File: src/hw/brake_pkg.sv
// Purpose: constants for the motor brake sequencer
// Assumes: 100 MHz clock, 10 ms timing tick
// Notes: register offsets are word byte addresses on classic Wishbone
package brake_pkg;
    localparam int CLK_HZ = 100_000_000;
    localparam int TICK_MS = 10;
    localparam int TICK_CYCLES = CLK_HZ / 1000 * TICK_MS;
    localparam logic [3:0] ADDR_CTRL = 4'h0;
    localparam logic [3:0] ADDR_SON_DLY = 4'h4;
    localparam logic [3:0] ADDR_SOFF_DLY = 4'h8;
    localparam logic [3:0] ADDR_STBY = 4'hC;
    localparam logic [3:0] ADDR_SPD = 4'h0;
    localparam logic [3:0] ADDR_STAT = 4'h4;
    localparam logic [1:0] PAGE_TIME = 2'h0;
    localparam logic [1:0] PAGE_MISC = 2'h1;
    localparam logic [10:0] SETTING_MAX = 11'h3E8;
    localparam logic [10:0] SON_DLY_RST = 11'h000;
    localparam logic [10:0] SOFF_DLY_RST = 11'h000;
    localparam logic [10:0] STBY_RST = 11'h000;
    localparam logic [10:0] SPD_RST = 11'h064;
    localparam logic [2:0] CHAN_RST = 3'h2;
    typedef enum logic [1:0] {
        ST_OFF = 2'b00,
        ST_ON_HOLD = 2'b01,
        ST_RUN = 2'b10,
        ST_STOPPING = 2'b11
    } seq_state_t;
endpackage

File: src/hw/motor_brake_sequencer.sv
// Purpose: servo-on/off and holding brake sequencing with Wishbone settings
// Assumes: servo_on_command_i and motor_speed_i come from another domain
// Notes: output high on a channel means brake released (relay energised)
`timescale 1ns/10ps
// Behaviour
// - brake drives assigned output channel, default third
// - delay brake release after servo-on, 0-1000 ticks
// - servo-on reached first, brake released later
// - servo-off delayed programmable 0-1000 ticks
// - brake engages after standby time from command
// - brake engages when speed at or below threshold
// - whichever of time or speed comes first
// - settings writable only while servo off
module motor_brake_sequencer #(
    parameter int TICK_CYCLES = brake_pkg::TICK_CYCLES,
    parameter int NUM_OUT = 8
) (
    input wire logic clk_i,
    input wire logic rst_i,
    input wire logic cyc_i,
    input wire logic stb_i,
    input wire logic we_i,
    input wire logic [5:0] adr_i,
    input wire logic [3:0] sel_i,
    input wire logic [31:0] dat_i,
    output logic [31:0] dat_o,
    output logic ack_o,
    input wire logic servo_on_command_i,
    input wire logic [10:0] motor_speed_i,
    output logic servo_enable_o,
    output logic [NUM_OUT-1:0] seq_out_o
);
    // ========================================
    // input synchronisers
    logic [1:0] cmd_sync_q;
    logic [10:0] spd_meta_q;
    logic [10:0] spd_q;
    always_ff @(posedge clk_i)
    begin
        cmd_sync_q <= {cmd_sync_q[0], servo_on_command_i};
        spd_meta_q <= motor_speed_i;
        spd_q <= spd_meta_q;
    end
    wire cmd_on = cmd_sync_q[1];

    // ========================================
    // settings and bus
    logic [10:0] son_dly_q;
    logic [10:0] soff_dly_q;
    logic [10:0] stby_q;
    logic [10:0] spd_thr_q;
    logic [2:0] chan_q;
    logic rejected_q;
    brake_pkg::seq_state_t state_q;
    logic brake_release_q;
    wire acc = cyc_i && stb_i && !ack_o;
    // writes land at the ack edge, the one edge at which the master samples the answer
    wire wr = cyc_i && stb_i && ack_o && we_i && sel_i[0] && sel_i[1];
    wire [1:0] page = adr_i[5:4];
    wire [3:0] off = adr_i[3:0];
    wire is_setting = (page == brake_pkg::PAGE_TIME && off != brake_pkg::ADDR_CTRL)
                      || (page == brake_pkg::PAGE_MISC && off == brake_pkg::ADDR_SPD);
    wire locked = state_q != brake_pkg::ST_OFF;
    wire [10:0] wval = (dat_i[10:0] > brake_pkg::SETTING_MAX) ? brake_pkg::SETTING_MAX : dat_i[10:0];

    // settings change only while servo off; out of range writes clamp
    always_ff @(posedge clk_i)
    begin
        if (rst_i)
        begin
            son_dly_q <= brake_pkg::SON_DLY_RST;
            soff_dly_q <= brake_pkg::SOFF_DLY_RST;
            stby_q <= brake_pkg::STBY_RST;
            spd_thr_q <= brake_pkg::SPD_RST;
            chan_q <= brake_pkg::CHAN_RST;
            rejected_q <= 1'b0;
        end
        else if (wr && is_setting && locked)
        begin
            rejected_q <= 1'b1;
        end
        else if (wr && !locked)
        begin
            if (page == brake_pkg::PAGE_TIME && off == brake_pkg::ADDR_SON_DLY)
                son_dly_q <= wval;
            if (page == brake_pkg::PAGE_TIME && off == brake_pkg::ADDR_SOFF_DLY)
                soff_dly_q <= wval;
            if (page == brake_pkg::PAGE_TIME && off == brake_pkg::ADDR_STBY)
                stby_q <= wval;
            if (page == brake_pkg::PAGE_MISC && off == brake_pkg::ADDR_SPD)
                spd_thr_q <= wval;
            if (page == brake_pkg::PAGE_TIME && off == brake_pkg::ADDR_CTRL)
            begin
                chan_q <= dat_i[2:0];
                if (dat_i[8])
                    rejected_q <= 1'b0;
            end
        end
        else if (wr && page == brake_pkg::PAGE_TIME && off == brake_pkg::ADDR_CTRL)
        begin
            if (dat_i[8])
                rejected_q <= 1'b0;
        end
    end

    // one-wait-state slave: ack one cycle after request, unmapped reads zero
    always_ff @(posedge clk_i)
    begin
        if (rst_i)
        begin
            ack_o <= 1'b0;
            dat_o <= 32'h0000_0000;
        end
        else
        begin
            ack_o <= acc;
            dat_o <= 32'h0000_0000;
            if (acc && !we_i)
            begin
                case ({page, off})
                    {brake_pkg::PAGE_TIME, brake_pkg::ADDR_CTRL}: dat_o <= {23'h0, rejected_q, 5'h0, chan_q};
                    {brake_pkg::PAGE_TIME, brake_pkg::ADDR_SON_DLY}: dat_o <= {21'h0, son_dly_q};
                    {brake_pkg::PAGE_TIME, brake_pkg::ADDR_SOFF_DLY}: dat_o <= {21'h0, soff_dly_q};
                    {brake_pkg::PAGE_TIME, brake_pkg::ADDR_STBY}: dat_o <= {21'h0, stby_q};
                    {brake_pkg::PAGE_MISC, brake_pkg::ADDR_SPD}: dat_o <= {21'h0, spd_thr_q};
                    {brake_pkg::PAGE_MISC, brake_pkg::ADDR_STAT}:
                        dat_o <= {28'h0, brake_release_q, servo_enable_o, state_q};
                    default: dat_o <= 32'h0000_0000;
                endcase
            end
        end
    end

    // ========================================
    // 10 ms tick
    logic [$clog2(TICK_CYCLES)-1:0] pre_q;
    logic tick_q;
    always_ff @(posedge clk_i)
    begin
        if (rst_i || pre_q == ($clog2(TICK_CYCLES))'(TICK_CYCLES - 1))
            pre_q <= '0;
        else
            pre_q <= pre_q + 1'b1;
        tick_q <= !rst_i && pre_q == ($clog2(TICK_CYCLES))'(TICK_CYCLES - 1);
    end

    // ========================================
    // sequencer: counters count 10 ms ticks from entry to a state
    logic [10:0] t_on_q;
    logic [10:0] t_off_q;
    wire spd_low = spd_q <= spd_thr_q;
    wire stby_done = t_off_q >= stby_q;
    // servo drops at this edge; the pin must drop with it, not one cycle later
    wire off_now = state_q == brake_pkg::ST_STOPPING && t_off_q >= soff_dly_q;
    always_ff @(posedge clk_i)
    begin
        if (rst_i)
        begin
            state_q <= brake_pkg::ST_OFF;
            servo_enable_o <= 1'b0;
            brake_release_q <= 1'b0;
            t_on_q <= 11'h000;
            t_off_q <= 11'h000;
        end
        else
        begin
            case (state_q)
                brake_pkg::ST_OFF:
                begin
                    brake_release_q <= 1'b0;
                    t_on_q <= 11'h000;
                    if (cmd_on)
                    begin
                        state_q <= brake_pkg::ST_ON_HOLD;
                        servo_enable_o <= 1'b1;
                    end
                end
                brake_pkg::ST_ON_HOLD:
                begin
                    if (!cmd_on)
                    begin
                        state_q <= brake_pkg::ST_STOPPING;
                        t_off_q <= 11'h000;
                    end
                    else if (t_on_q >= son_dly_q)
                    begin
                        state_q <= brake_pkg::ST_RUN;
                        brake_release_q <= 1'b1;
                    end
                    else if (tick_q)
                        t_on_q <= t_on_q + 11'h001;
                end
                brake_pkg::ST_RUN:
                begin
                    if (!cmd_on)
                    begin
                        state_q <= brake_pkg::ST_STOPPING;
                        t_off_q <= 11'h000;
                    end
                end
                brake_pkg::ST_STOPPING:
                begin
                    if (stby_done || spd_low)
                        brake_release_q <= 1'b0;
                    if (t_off_q >= soff_dly_q)
                    begin
                        state_q <= brake_pkg::ST_OFF;
                        servo_enable_o <= 1'b0;
                        brake_release_q <= 1'b0;
                    end
                    else if (tick_q)
                        t_off_q <= t_off_q + 11'h001;
                end
                default: state_q <= brake_pkg::ST_OFF;
            endcase
        end
    end

    // ========================================
    // channel routing: only the assigned channel carries the brake signal
    always_ff @(posedge clk_i)
    begin
        for (int i = 0; i < NUM_OUT; i++)
            seq_out_o[i] <= !rst_i && brake_release_q && !off_now && (chan_q == 3'(i));
    end

    // ========================================
    // checks
    property p_brake_needs_servo;
        @(posedge clk_i) disable iff (rst_i) brake_release_q |-> servo_enable_o;
    endproperty
    a_brake_needs_servo: assert property (p_brake_needs_servo) else $error("brake released without servo");
    property p_off_engaged;
        @(posedge clk_i) disable iff (rst_i) !servo_enable_o |-> !brake_release_q;
    endproperty
    a_off_engaged: assert property (p_off_engaged) else $error("brake not engaged in servo off");
    property p_pins_engaged;
        @(posedge clk_i) disable iff (rst_i) !servo_enable_o |-> seq_out_o == '0;
    endproperty
    a_pins_engaged: assert property (p_pins_engaged) else $error("brake output open in servo off");
    property p_release_after_delay;
        @(posedge clk_i) disable iff (rst_i) $rose(brake_release_q) |-> $past(t_on_q) >= son_dly_q;
    endproperty
    a_release_after_delay: assert property (p_release_after_delay) else $error("brake released early");
    property p_servo_first;
        @(posedge clk_i) disable iff (rst_i) $rose(servo_enable_o) |-> !brake_release_q;
    endproperty
    a_servo_first: assert property (p_servo_first) else $error("release with servo-on edge");
    property p_off_delay;
        @(posedge clk_i) disable iff (rst_i) $fell(servo_enable_o) |-> $past(t_off_q) >= soff_dly_q;
    endproperty
    a_off_delay: assert property (p_off_delay) else $error("servo off too early");
    property p_stby_engage;
        @(posedge clk_i) disable iff (rst_i) state_q == brake_pkg::ST_STOPPING && stby_done |=> !brake_release_q;
    endproperty
    a_stby_engage: assert property (p_stby_engage) else $error("standby expired, brake open");
    property p_speed_engage;
        @(posedge clk_i) disable iff (rst_i) state_q == brake_pkg::ST_STOPPING && spd_low |=> !brake_release_q;
    endproperty
    a_speed_engage: assert property (p_speed_engage) else $error("speed low, brake open");
    property p_locked;
        @(posedge clk_i) disable iff (rst_i) locked && wr |=> $stable(son_dly_q) && $stable(stby_q)
            && $stable(soff_dly_q) && $stable(spd_thr_q);
    endproperty
    a_locked: assert property (p_locked) else $error("setting changed while servo on");
    property p_channel;
        @(posedge clk_i) disable iff (rst_i) ##1 seq_out_o[brake_pkg::CHAN_RST] != $past(brake_release_q && !off_now)
            |-> $past(chan_q) != brake_pkg::CHAN_RST;
    endproperty
    a_channel: assert property (p_channel) else $error("brake not on assigned channel");
    c_run: cover property (@(posedge clk_i) disable iff (rst_i) state_q == brake_pkg::ST_RUN);
    c_stop: cover property (@(posedge clk_i) disable iff (rst_i) $fell(servo_enable_o));
    c_reject: cover property (@(posedge clk_i) disable iff (rst_i) $rose(rejected_q));
endmodule

File: config.mk
export PLATFORM = sky130hd
export DESIGN_NAME = motor_brake_sequencer
export DESIGN_NICKNAME = d
export VERILOG_FILES = /design/src/hw/brake_pkg.sv /design/src/hw/motor_brake_sequencer.sv
export SDC_FILE = /design/constraint.sdc
export NUM_CORES = 1
export LEC_CHECK = 0
export BUFFER_PORTS_ARGS = -buffer_cell sky130_fd_sc_hd__buf_2
export CAP_MARGIN = 10
export CORE_UTILIZATION = 40
export DETAILED_ROUTE_END_ITERATION = 10
export PLACE_DENSITY_LB_ADDON = 0.12
export SLEW_MARGIN = 20
export SYNTH_ARGS = -nofsm -noshare
export SYNTH_HDL_FRONTEND = slang
export SYNTH_SLANG_ARGS = --single-unit
File: constraint.sdc
create_clock -name clk_i -period 6.2 [get_ports clk_i]
set_input_delay 0.31 -clock clk_i [delete_from_list [all_inputs] [get_ports clk_i]]
set_output_delay 0.31 -clock clk_i [all_outputs]
set_load 0.02 [all_outputs]
Word level (Yosys, flattened, before mapping)

Index checks and enable logic that the tools add are counted.

Register bits after elaboration: 160
Output and inout port bits: 42
Input bits: 59
Logic and storage cells: 154

$add $sub $neg: 3
Order comparisons: 5
Eq/ne operators: 33
Reduce and logical (&&, ||, !) cells: 63
Muxes and demuxes: 29
Bitwise gates (word level): 2

Operators by type and width:

| cell                                                                               | count |
|---|---|
| 11-bit two-way mux                                                                 | 7 |
| 11-bit one-hot mux with 6 select lines                                             | 1 |
| 11-bit one-hot mux with 2 select lines                                             | 2 |
| 11-bit greater-or-equal comparator                                                 | 3 |
| 1-bit logical AND                                                                  | 30 |
| 11-bit by 1-bit adder with 11-bit output (second input constant)                   | 2 |
| 20-bit by 1-bit adder with 20-bit output (second input constant)                   | 1 |
| 20-bit equality test (second input constant)                                       | 1 |
| 2-bit != test (second input constant)                                              | 9 |
| 3-bit AND reduction                                                                | 6 |
| 4-bit AND reduction                                                                | 4 |
| 3-bit equality test (second input constant)                                        | 4 |
| 6-bit by 4-bit equality test with 1-bit output (second input constant)             | 2 |
| 6-bit by 5-bit equality test with 1-bit output (second input constant)             | 2 |
| 11-bit by 10-bit greater-than comparator with 1-bit output (second input constant) | 1 |
| 11-bit <= comparator                                                               | 1 |
| 1-bit two-way mux                                                                  | 11 |
| 2-bit two-way mux                                                                  | 5 |
| 4-bit equality test (second input constant)                                        | 2 |
| 2-bit one-hot mux with 4 select lines                                              | 1 |
| 2-bit nonzero test                                                                 | 4 |
| 3-bit by 2-bit equality test with 1-bit output (second input constant)             | 2 |
| 6-bit by 3-bit equality test with 1-bit output (second input constant)             | 1 |
| 6-bit zero test                                                                    | 1 |
| 20 further kinds                                                                   | 32 |

Longest topological paths before layout

Gate-level depths: netlist (run 1).

Word-level depth: 10
Depth in mapped cells: 11

Worst setup path after synthesis (run 1)

Ideal clock, no wire load.

Path type: flip-flop to flip-flop
Start: register t_off_q[0]
End: register brake_release_q
Setup time: 0.134 ns
Path buffers: 0
Stages on the path, launching flop included: 9
Setup slack: 3.864 ns
Period minus slack after synthesis: 2.336 ns
Arrival: 2.202 ns
Path through: dfxtp_1 inv_1 ha_1 nand2b_1 a211o_1 a2111oi_0 o21ai_0 o21a_1 or4_1

Cells in the longest elaborated chain, start to end: 4
Elaborated cells between the ends (all ways): 7
Those cells by class: order compare (2); eq/ne (1); mux (2); reduce/logical (2)

RTL lines:

| element                                            | RTL line                     | RTL |
|---|---|---|
| from (decl)                                        | motor_brake_sequencer.sv:150 | `logic [10:0] t_off_q;` |
| from (signal assigned)                             | motor_brake_sequencer.sv:212 | `t_off_q <= t_off_q + 11'h001;` |
| 11-bit greater-or-equal comparator                 | motor_brake_sequencer.sv:152 | `wire stby_done = t_off_q >= stby_q;` |
| 1-bit logical OR                                   | motor_brake_sequencer.sv:203 | `if (stby_done \|\| spd_low)` |
| 3-bit by 1-bit != test with 1-bit output (no line) | n/a                          |  |
| 4-bit AND reduction (no line)                      | n/a                          |  |
| to (signal assigned)                               | motor_brake_sequencer.sv:161 | `brake_release_q <= 1'b0;` |
| to (signal assigned)                               | motor_brake_sequencer.sv:204 | `brake_release_q <= 1'b0;` |
| to (signal assigned)                               | motor_brake_sequencer.sv:209 | `brake_release_q <= 1'b0;` |
| to (decl)                                          | motor_brake_sequencer.sv:55  | `logic brake_release_q;` |

Several ways; a longest one is shown, not always the timed one.
A chain may end at the register's enable or synchronous reset.

Worst setup path in the final report (run 1)

Start: register state_q[0]
End: register soff_dly_q[8]

Cells in the longest elaborated chain, start to end: 4
Elaborated cells between the ends (all ways): 6
Those cells by class: bitwise (1); reduce/logical (5)

RTL lines:

| element                                                     | RTL line                                                 | RTL |
|---|---|---|
| from (decl)                                                 | motor_brake_sequencer.sv:54                              | `brake_pkg::seq_state_t state_q;` |
| from (signal assigned)                                      | motor_brake_sequencer.sv:159                             | `state_q <= brake_pkg::ST_OFF;` |
| from (signal assigned)                                      | motor_brake_sequencer.sv:174                             | `state_q <= brake_pkg::ST_ON_HOLD;` |
| from (signal assigned)                                      | motor_brake_sequencer.sv:182                             | `state_q <= brake_pkg::ST_STOPPING;` |
| 2-bit nonzero test *                                        | motor_brake_sequencer.sv:63                              | `wire locked = state_q != brake_pkg::ST_OFF;` |
| 1-bit zero test / 1-bit logical AND (equally long branches) | motor_brake_sequencer.sv:82, motor_brake_sequencer.sv:78 |  |
| 1-bit logical AND / 1-bit inverter (equally long branches)  | n/a                                                      |  |
| 3-bit AND reduction (no line) *                             | n/a                                                      |  |
| to (signal assigned)                                        | motor_brake_sequencer.sv:72                              | `soff_dly_q <= brake_pkg::SOFF_DLY_RST;` |
| to (signal assigned)                                        | motor_brake_sequencer.sv:87                              | `soff_dly_q <= wval;` |
| to (decl)                                                   | motor_brake_sequencer.sv:49                              | `logic [10:0] soff_dly_q;` |

Mark *: on every way between the ends. The rest lies on a longest branch, timed or not.

==> results of run 1 <==
[power by group]
part | switching (W) | internal [W]
logic | 0.000208 | 0.0000994
clock network | 0.000393 | 0.000596
registers | 0.0000296 | 0.000918
[cells in the mapped netlist, drive strengths merged (10+ instances only)]
master,number
dfxtp,139
nor2,113
nand2,58
a21oi,57
inv,53
ha,52
nand3,32
buf,29
o21ai,25
clkbuf,23
and3,18
a211oi,17
nand4,14
xor2,11
nor4,10
or3,10
[timing repair]
item	CTS	global route
hold endpoints to repair	12	0
setup buffers	0	0
gates resized for setup	0	0
hold buffers	12	0
[metal layers]
| metal | routed length (um) | up-vias | GRT usage | share of wire |
|---|---|---|---|---|
| li1 | - | 2933 | - | - |
| met1 | 8090 | 2781 | 0.268 | 0.48 |
| met2 | 7680 | 124 | 0.314 | 0.45 |
| met3 | 865 | 27 | 0.0460 | 0.051 |
| met4 | 375 | 0 | 0.0747 | 0.022 |
| met5 | 0 | - | 0 | 0 |
[sequential cells by signal, summed over array words and instances, names as in the netlist, 2 cells and up]
signal and cells:
son_dly_q 11, chan_q 3, pre_q 20, state_q 2
t_off_q 11, seq_out_o 8, spd_meta_q 11, spd_q 11
t_on_q 11, dat_o 11, cmd_sync_q 2, stby_q 11
spd_thr_q 11, soff_dly_q 11
[critical path: cells and delay by family, from the launching register on]
family,cells,cell delay [ps]
AO/OA/AOI/OAI,1,320
adder cells (fa/ha/maj),1,490
buffers and inverters,2,340
flip-flops,1,370
AND/OR/NAND/NOR,3,1530
[metrics by stage]
step | worst slack, ps | cells | power, W | area [sq um] | util
after global routing | 2780 | 1093 | 0.00235 | 7900 | 0.475
after floorplan | 3860 | 821 | 0.00118 | 6920 | -
after detailed placement | 3060 | 1049 | 0.00127 | 7200 | 0.433
after CTS | 3060 | 1093 | 0.00226 | 7900 | 0.475
after global placement | 3120 | 1049 | 0.00126 | 7200 | 0.433
final | 3020 | 1093 | 0.00224 | 7900 | 0.475
[area by class of cell]
cell class                      count  area share
Clock inverter                     12      0.0177
Multi-Input combinational cell    577       0.460
Inverter                           53      0.0252
Clock buffer                       20      0.0553
Timing Repair Buffer               72      0.0545
Sequential cell                   139       0.352
Tap cell                          220      0.0349
[kinds of logic after synthesis]
kind of cell             Yosys count
multiplexers                       6
flip-flops                       139
AO/OA/AOI/OAI                    171
XOR/XNOR                          19
adder cells (fa/ha/maj)           52
buffers and inverters            105
AND/OR/NAND/NOR                  308
other                              1
[path summary, 6_finish.rpt]
kind / from / end / slack [ps] / cells after the start
setup reg to reg: state_q[0]$_SDFFE_PP0P_ / soff_dly_q[8]$_SDFFE_PP0P_ / 3020 / 7
hold / removal: dat_i[0] / chan_q[0]$_SDFFE_PP0P_ / 160 / 3
setup / recovery: state_q[0]$_SDFFE_PP0P_ / soff_dly_q[8]$_SDFFE_PP0P_ / 3020 / 7
hold reg to reg: spd_meta_q[2]$_DFF_P_ / spd_q[2]$_DFF_P_ / 330 / 0
==> summary.md, run 1 <==
| Metric | Value |
|---|---|
| Status | complete, no violations |
| Largest family of logic cells by synthesized area | simple AND/OR/NAND/NOR gates |
| Remaining antenna violation count after routing | 0 |
| Hold WS | 164 ps |
| Synth Area in Compound Gates | 0.169 |
| Area grow syn2layout | 15.4% |
| Congestion Overflow GR | 0 |
| Yosys reg bits | 139 |
| Critical Path Start Type | flip-flop |
| Crit path top cell by count | inv_1 |
| Post-synth ARST share | 0 |
| Syn_area_per_cell | 8.54 sq um |
| Share of the synthesized area in the top cell type | 0.407 |
| Max incr delay on CP | 870 ps |
| EDFF count, synth | 0 |
| Sequential area share after synthesis | 0.407 |
| Final Hold Fails | 0 |
| Top FF cell, synth | dfxtp_1 |
| Setup Viol. Count Final | 0 |
| Max_slew headroom | 0.342 |
| CP Capture Type | flip-flop |
| Initial Util | 0.411 |
| Pwr Density | around 280 nW/um^2 |
| Starting DRC count in detailed routing | 370 |
| Vias in the first global route | 5397 |
| # fillers | 1642 |
| CTS clk-pin slew, worst paths | 60 ps |
| Wirelength per Cell | 15.6 um |
| I/O pin total | 101 |
| H-tree levels | 4 |
| Mux contribution to synthesized area | 0.00896 |
| Global-route wire length before repair | about 28000 um |
| Deepest clock path buffer count | 2 |
| Post-Route WL | 17000 um |
| Post-Syn Area | 6840 sq um |
| Cell chain of the critical path | inv_1 > ha_1 > inv_1 > nor4_2 > nand2_1 > a21oi_1 > nor2_1 |
| Num CTS Buffers | 17 |
| Share of layout cells above drive strength 1 | 0.116 |
| Worst VDD drop | 0.197 mV |
| Hold Crit Class | in -> reg |
| CP max FO | 19 |
| Full die area | 17600 sq um |
| I/O Buffers | 56 |
| Antenna cells | 0 |
| Setup_tns | 0 ps |
| Clk sinks | 139 |
| Pin count of the biggest net entering global routing | 59 |
| Slowest library cell on the worst path | nor4_2 |
| Root Buffer | clkbuf_16 |
| Synth cell types | 64 |
| Skew-Pair Late Insertion Delay | approximately 420 ps |
| Initial antenna violation count | 0 |
| X dimension of the die | 133 um |
| Setup CP Type | reg -> reg |
| Cell taking the most area after synthesis | dfxtp_1 |
| Most common cell after layout, fill and taps aside | dfxtp_1 |
| Drt via density | 5.37 |
| Syn Inst Count | 801 |
| Max Cap Viol | 0 |
| XOR/XNOR Fraction of Synth Area | 0.0243 |
| Via count | 5865 |
| Area contributors post-synth | dfxtp_1 (41%), ha_1 (9.5%), nor2_1 (6.1%) |
| CTS tree | yes |
| Final setup skew | 7.36 ps |
| Leakage power total | around 3.1 nW |
| CP required | 6480 ps |
| Tcrit/Tclk final | 0.513 |
| Worst Max-Slew Pin Slew | 978 ps |
| Slew Limit Fails | 0 |
| DP HPWL | 12700 um |
| Nets@finish | 971 |
| Routability Congestion | 0.855 |
| Post-Synth Simple-Gate Area | 0.222 |
| Fmax | 0.314 GHz |
| Area occupied by multi-input gates | between 3000 and 4000 sq um |
| Synthesized-area fraction occupied by adder cells | 0.0951 |
| Core Area | between 15000 and 20000 sq um |
| DRC violations left | 0 |
| Critical Path AT | between 3000 and 4000 ps |
| Pre-antenna DRT Iters | 5 |
| Site row count | 47 |
| Register area | 2780 sq um |
| Post-route minimum period | 3180 ps |
| Commonest cells after routing, fill and taps aside | dfxtp_1 (139), nor2_1 (111), nand2_1 (58) |
| RSZ-0062 raised after global routing | false |
| Ys Warns | 0 |
| Total global-route track usage | 0.201 |
| Die height | between 100 and 150 um |
No activity file was read; power rests on OpenSTA's default activity.
==> inputs of run 2 (changes only) <==
Clock period 6.2 ns to 3.2 ns, I/O delays scaled along.
==> summary.md, run 2 (synthesis results as in run 1) <==
| Metric | Value |
|---|---|
| Pre-antenna DRT Iters | 4 (-1) |
| Drt via density | 5.35 (-0.34%) |
| CP max FO | 20 (+1) |
| Remaining antenna violation count after routing | 0 (unchanged) |
| Status | complete, no violations |
| Clk sinks | 139 (unchanged) |
| Fmax | 0.380 GHz (+21%) |
| Most common cell after layout, fill and taps aside | dfxtp_1 |
| Register area | 2780 sq um (unchanged) |
| Initial Util | 0.411 (unchanged) |
| Largest Register | pre_q |
| DRC violations left | 0 (unchanged) |
| Pwr Density | 557 nW/um^2 (+96%) |
| Hold Crit Class | in -> reg |
| Critical Path AT | 2970 ps (-490 ps) |
| Max Cap Viol | 0 (unchanged) |
| CTS tree | yes |
| Post-route minimum period | 2630 ps (-553 ps) |
| Placed inst area | 7250 sq um (+0.63%) |
| Setup CP Type | reg -> reg |
| CTS clk-pin slew, worst paths | 60 ps (about the same) |
| I/O pin total | 101 (unchanged) |
| Starting DRC count in detailed routing | 314 (-15%) |
| Total global-route track usage | 0.202 (+0.000919) |
| Vias in the first global route | 5447 (+0.93%) |
| Nets@finish | 977 (+0.62%) |
| Area grow syn2layout | 16.2% |
| Post-Place Cells | 1055 (+0.57%) |
| Critical Path Start Type | flip-flop |
| Tcrit/Tclk final | 0.822 (+0.308) |
| X dimension of the die | 133 um (unchanged) |
| Hold WS | 18.7 ps (-145 ps) |
| Post-Route WL | 17300 um (+1.5%) |
| Die height | 133 um (unchanged) |
| Non-Filler Instances | 1099 (+0.55%) |
| Share of layout cells above drive strength 1 | 0.122 (+0.00604) |
| DP HPWL | 12800 um (+0.49%) |
| I/O Buffers | 56 (unchanged) |
| Via count | 5877 (+0.20%) |
| Pin count of the biggest net entering global routing | 45 (-24%) |
| Site row count | 47 (unchanged) |
| Skew-Pair Late Insertion Delay | 420 ps (about the same) |
| Max_slew headroom | 0.447 (+0.104) |
| Worst Max-Slew Pin Slew | 828 ps (-150 ps) |
| Worst VDD drop | 0.343 mV (+74%) |
| CP Capture Type | flip-flop |
| Full die area | 17600 sq um (unchanged) |
| Final setup skew | 8.80 ps (+1.44 ps) |
| # fillers | 1634 (-0.49%) |
| Core Util, Final | 0.478 (+0.00316) |
| Slew Limit Fails | 0 (unchanged) |
| RSZ-0062 raised after global routing | false |
| Routability Congestion | 0.847 (-0.97%) |
| Deepest clock path buffer count | 2 (unchanged) |
| Congestion Overflow GR | 0 (unchanged) |
| Area occupied by multi-input gates | 3630 sq um (unchanged) |
| Wirelength per Cell | 15.7 um (+0.97%) |
| Num CTS Buffers | 17 (unchanged) |
| Design Area, Final | 7950 sq um (+0.67%) |
| Core Area | 16600 sq um (unchanged) |
| Final Hold Fails | 0 (unchanged) |
| Global-route wire length before repair | 28100 um (+1.9%) |
| Setup_tns | 0 ps (unchanged) |
| Leakage power total | 3.16 nW (+1.4%) |
| Setup Viol. Count Final | 0 (unchanged) |
| Initial antenna violation count | 0 (unchanged) |
| Largest register FFs | 20 (unchanged) |
| Root Buffer | clkbuf_16 |
| Commonest cells after routing, fill and taps aside | dfxtp_1 (139), nor2_1 (111), nand2_1 (58) |
| Antenna cells | 0 (unchanged) |
| H-tree levels | 4 (unchanged) |
| CP required | 3540 ps (-2940 ps) |
==> run 2: metal layers <==
| metal | GRT usage | vias up | share of wire |
|---|---|---|---|
| li1 | - | 2943 | - |
| met5 | 0 | - | 0 |
| met2 | 0.321 | 146 | 0.46 |
| met4 | 0.0658 | 0 | 0.013 |
| met1 | 0.279 | 2773 | 0.48 |
| met3 | 0.0310 | 15 | 0.049 |
==> run 2: where the power goes <==
group | switching [W] | total (W) | internal, W
sequential | 0.0000588 | 0.00184 | 0.00178
clock | 0.000750 | 0.00197 | 0.00122
combinational | 0.000406 | 0.000617 | 0.000210
==> run 2: worst max-delay path, stage by stage (launching register included) <==
cell	delay, ps
dfxtp_1	400
inv_1	60
ha_1	320
a211oi_1	210
o21ai_0	160
a31oi_1	340
a41oi_1	180
buf_4	220
or4_1	510
a21oi_1	150
==> run 2: timing repair <==
item	in CTS	in global routing
buffers inserted	0	0
hold buffers	12	0
resized for setup	0	0
hold endpoints to repair	12	0
==> run 2: worst paths after layout <==
| kind | startpoint | end | slack, ps | depth (start not counted) |
|---|---|---|---|---|
| setup / recovery | son_dly_q[8]$_SDFFE_PP0P_ | t_on_q[7]$_SDFFE_PP0P_ | 570 | 9 |
| hold / removal | dat_i[1] | chan_q[1]$_SDFFE_PP1P_ | 20 | 3 |
| setup reg to reg | son_dly_q[8]$_SDFFE_PP0P_ | t_on_q[7]$_SDFFE_PP0P_ | 570 | 9 |
| hold reg to reg | spd_meta_q[2]$_DFF_P_ | spd_q[2]$_DFF_P_ | 320 | 0 |
==> run 2: area by class of cell <==
cell class	instances	area share
clock buffers	20	0.0549
clock inverters	12	0.0186
inverters	53	0.0250
multi-input cells	577	0.457
flip-flops and latches	139	0.350
well taps	220	0.0346
repair buffers	78	0.0598
==> run 2: through the flow <==
stage,total power (W),setup slack (ps)
4_1_cts,0.00446,601
6_report,0.00443,571
3_5_place_dp,0.00248,615
3_3_place_gp,0.00246,620
5_1_grt,0.00460,434
2_1_floorplan,0.00228,864
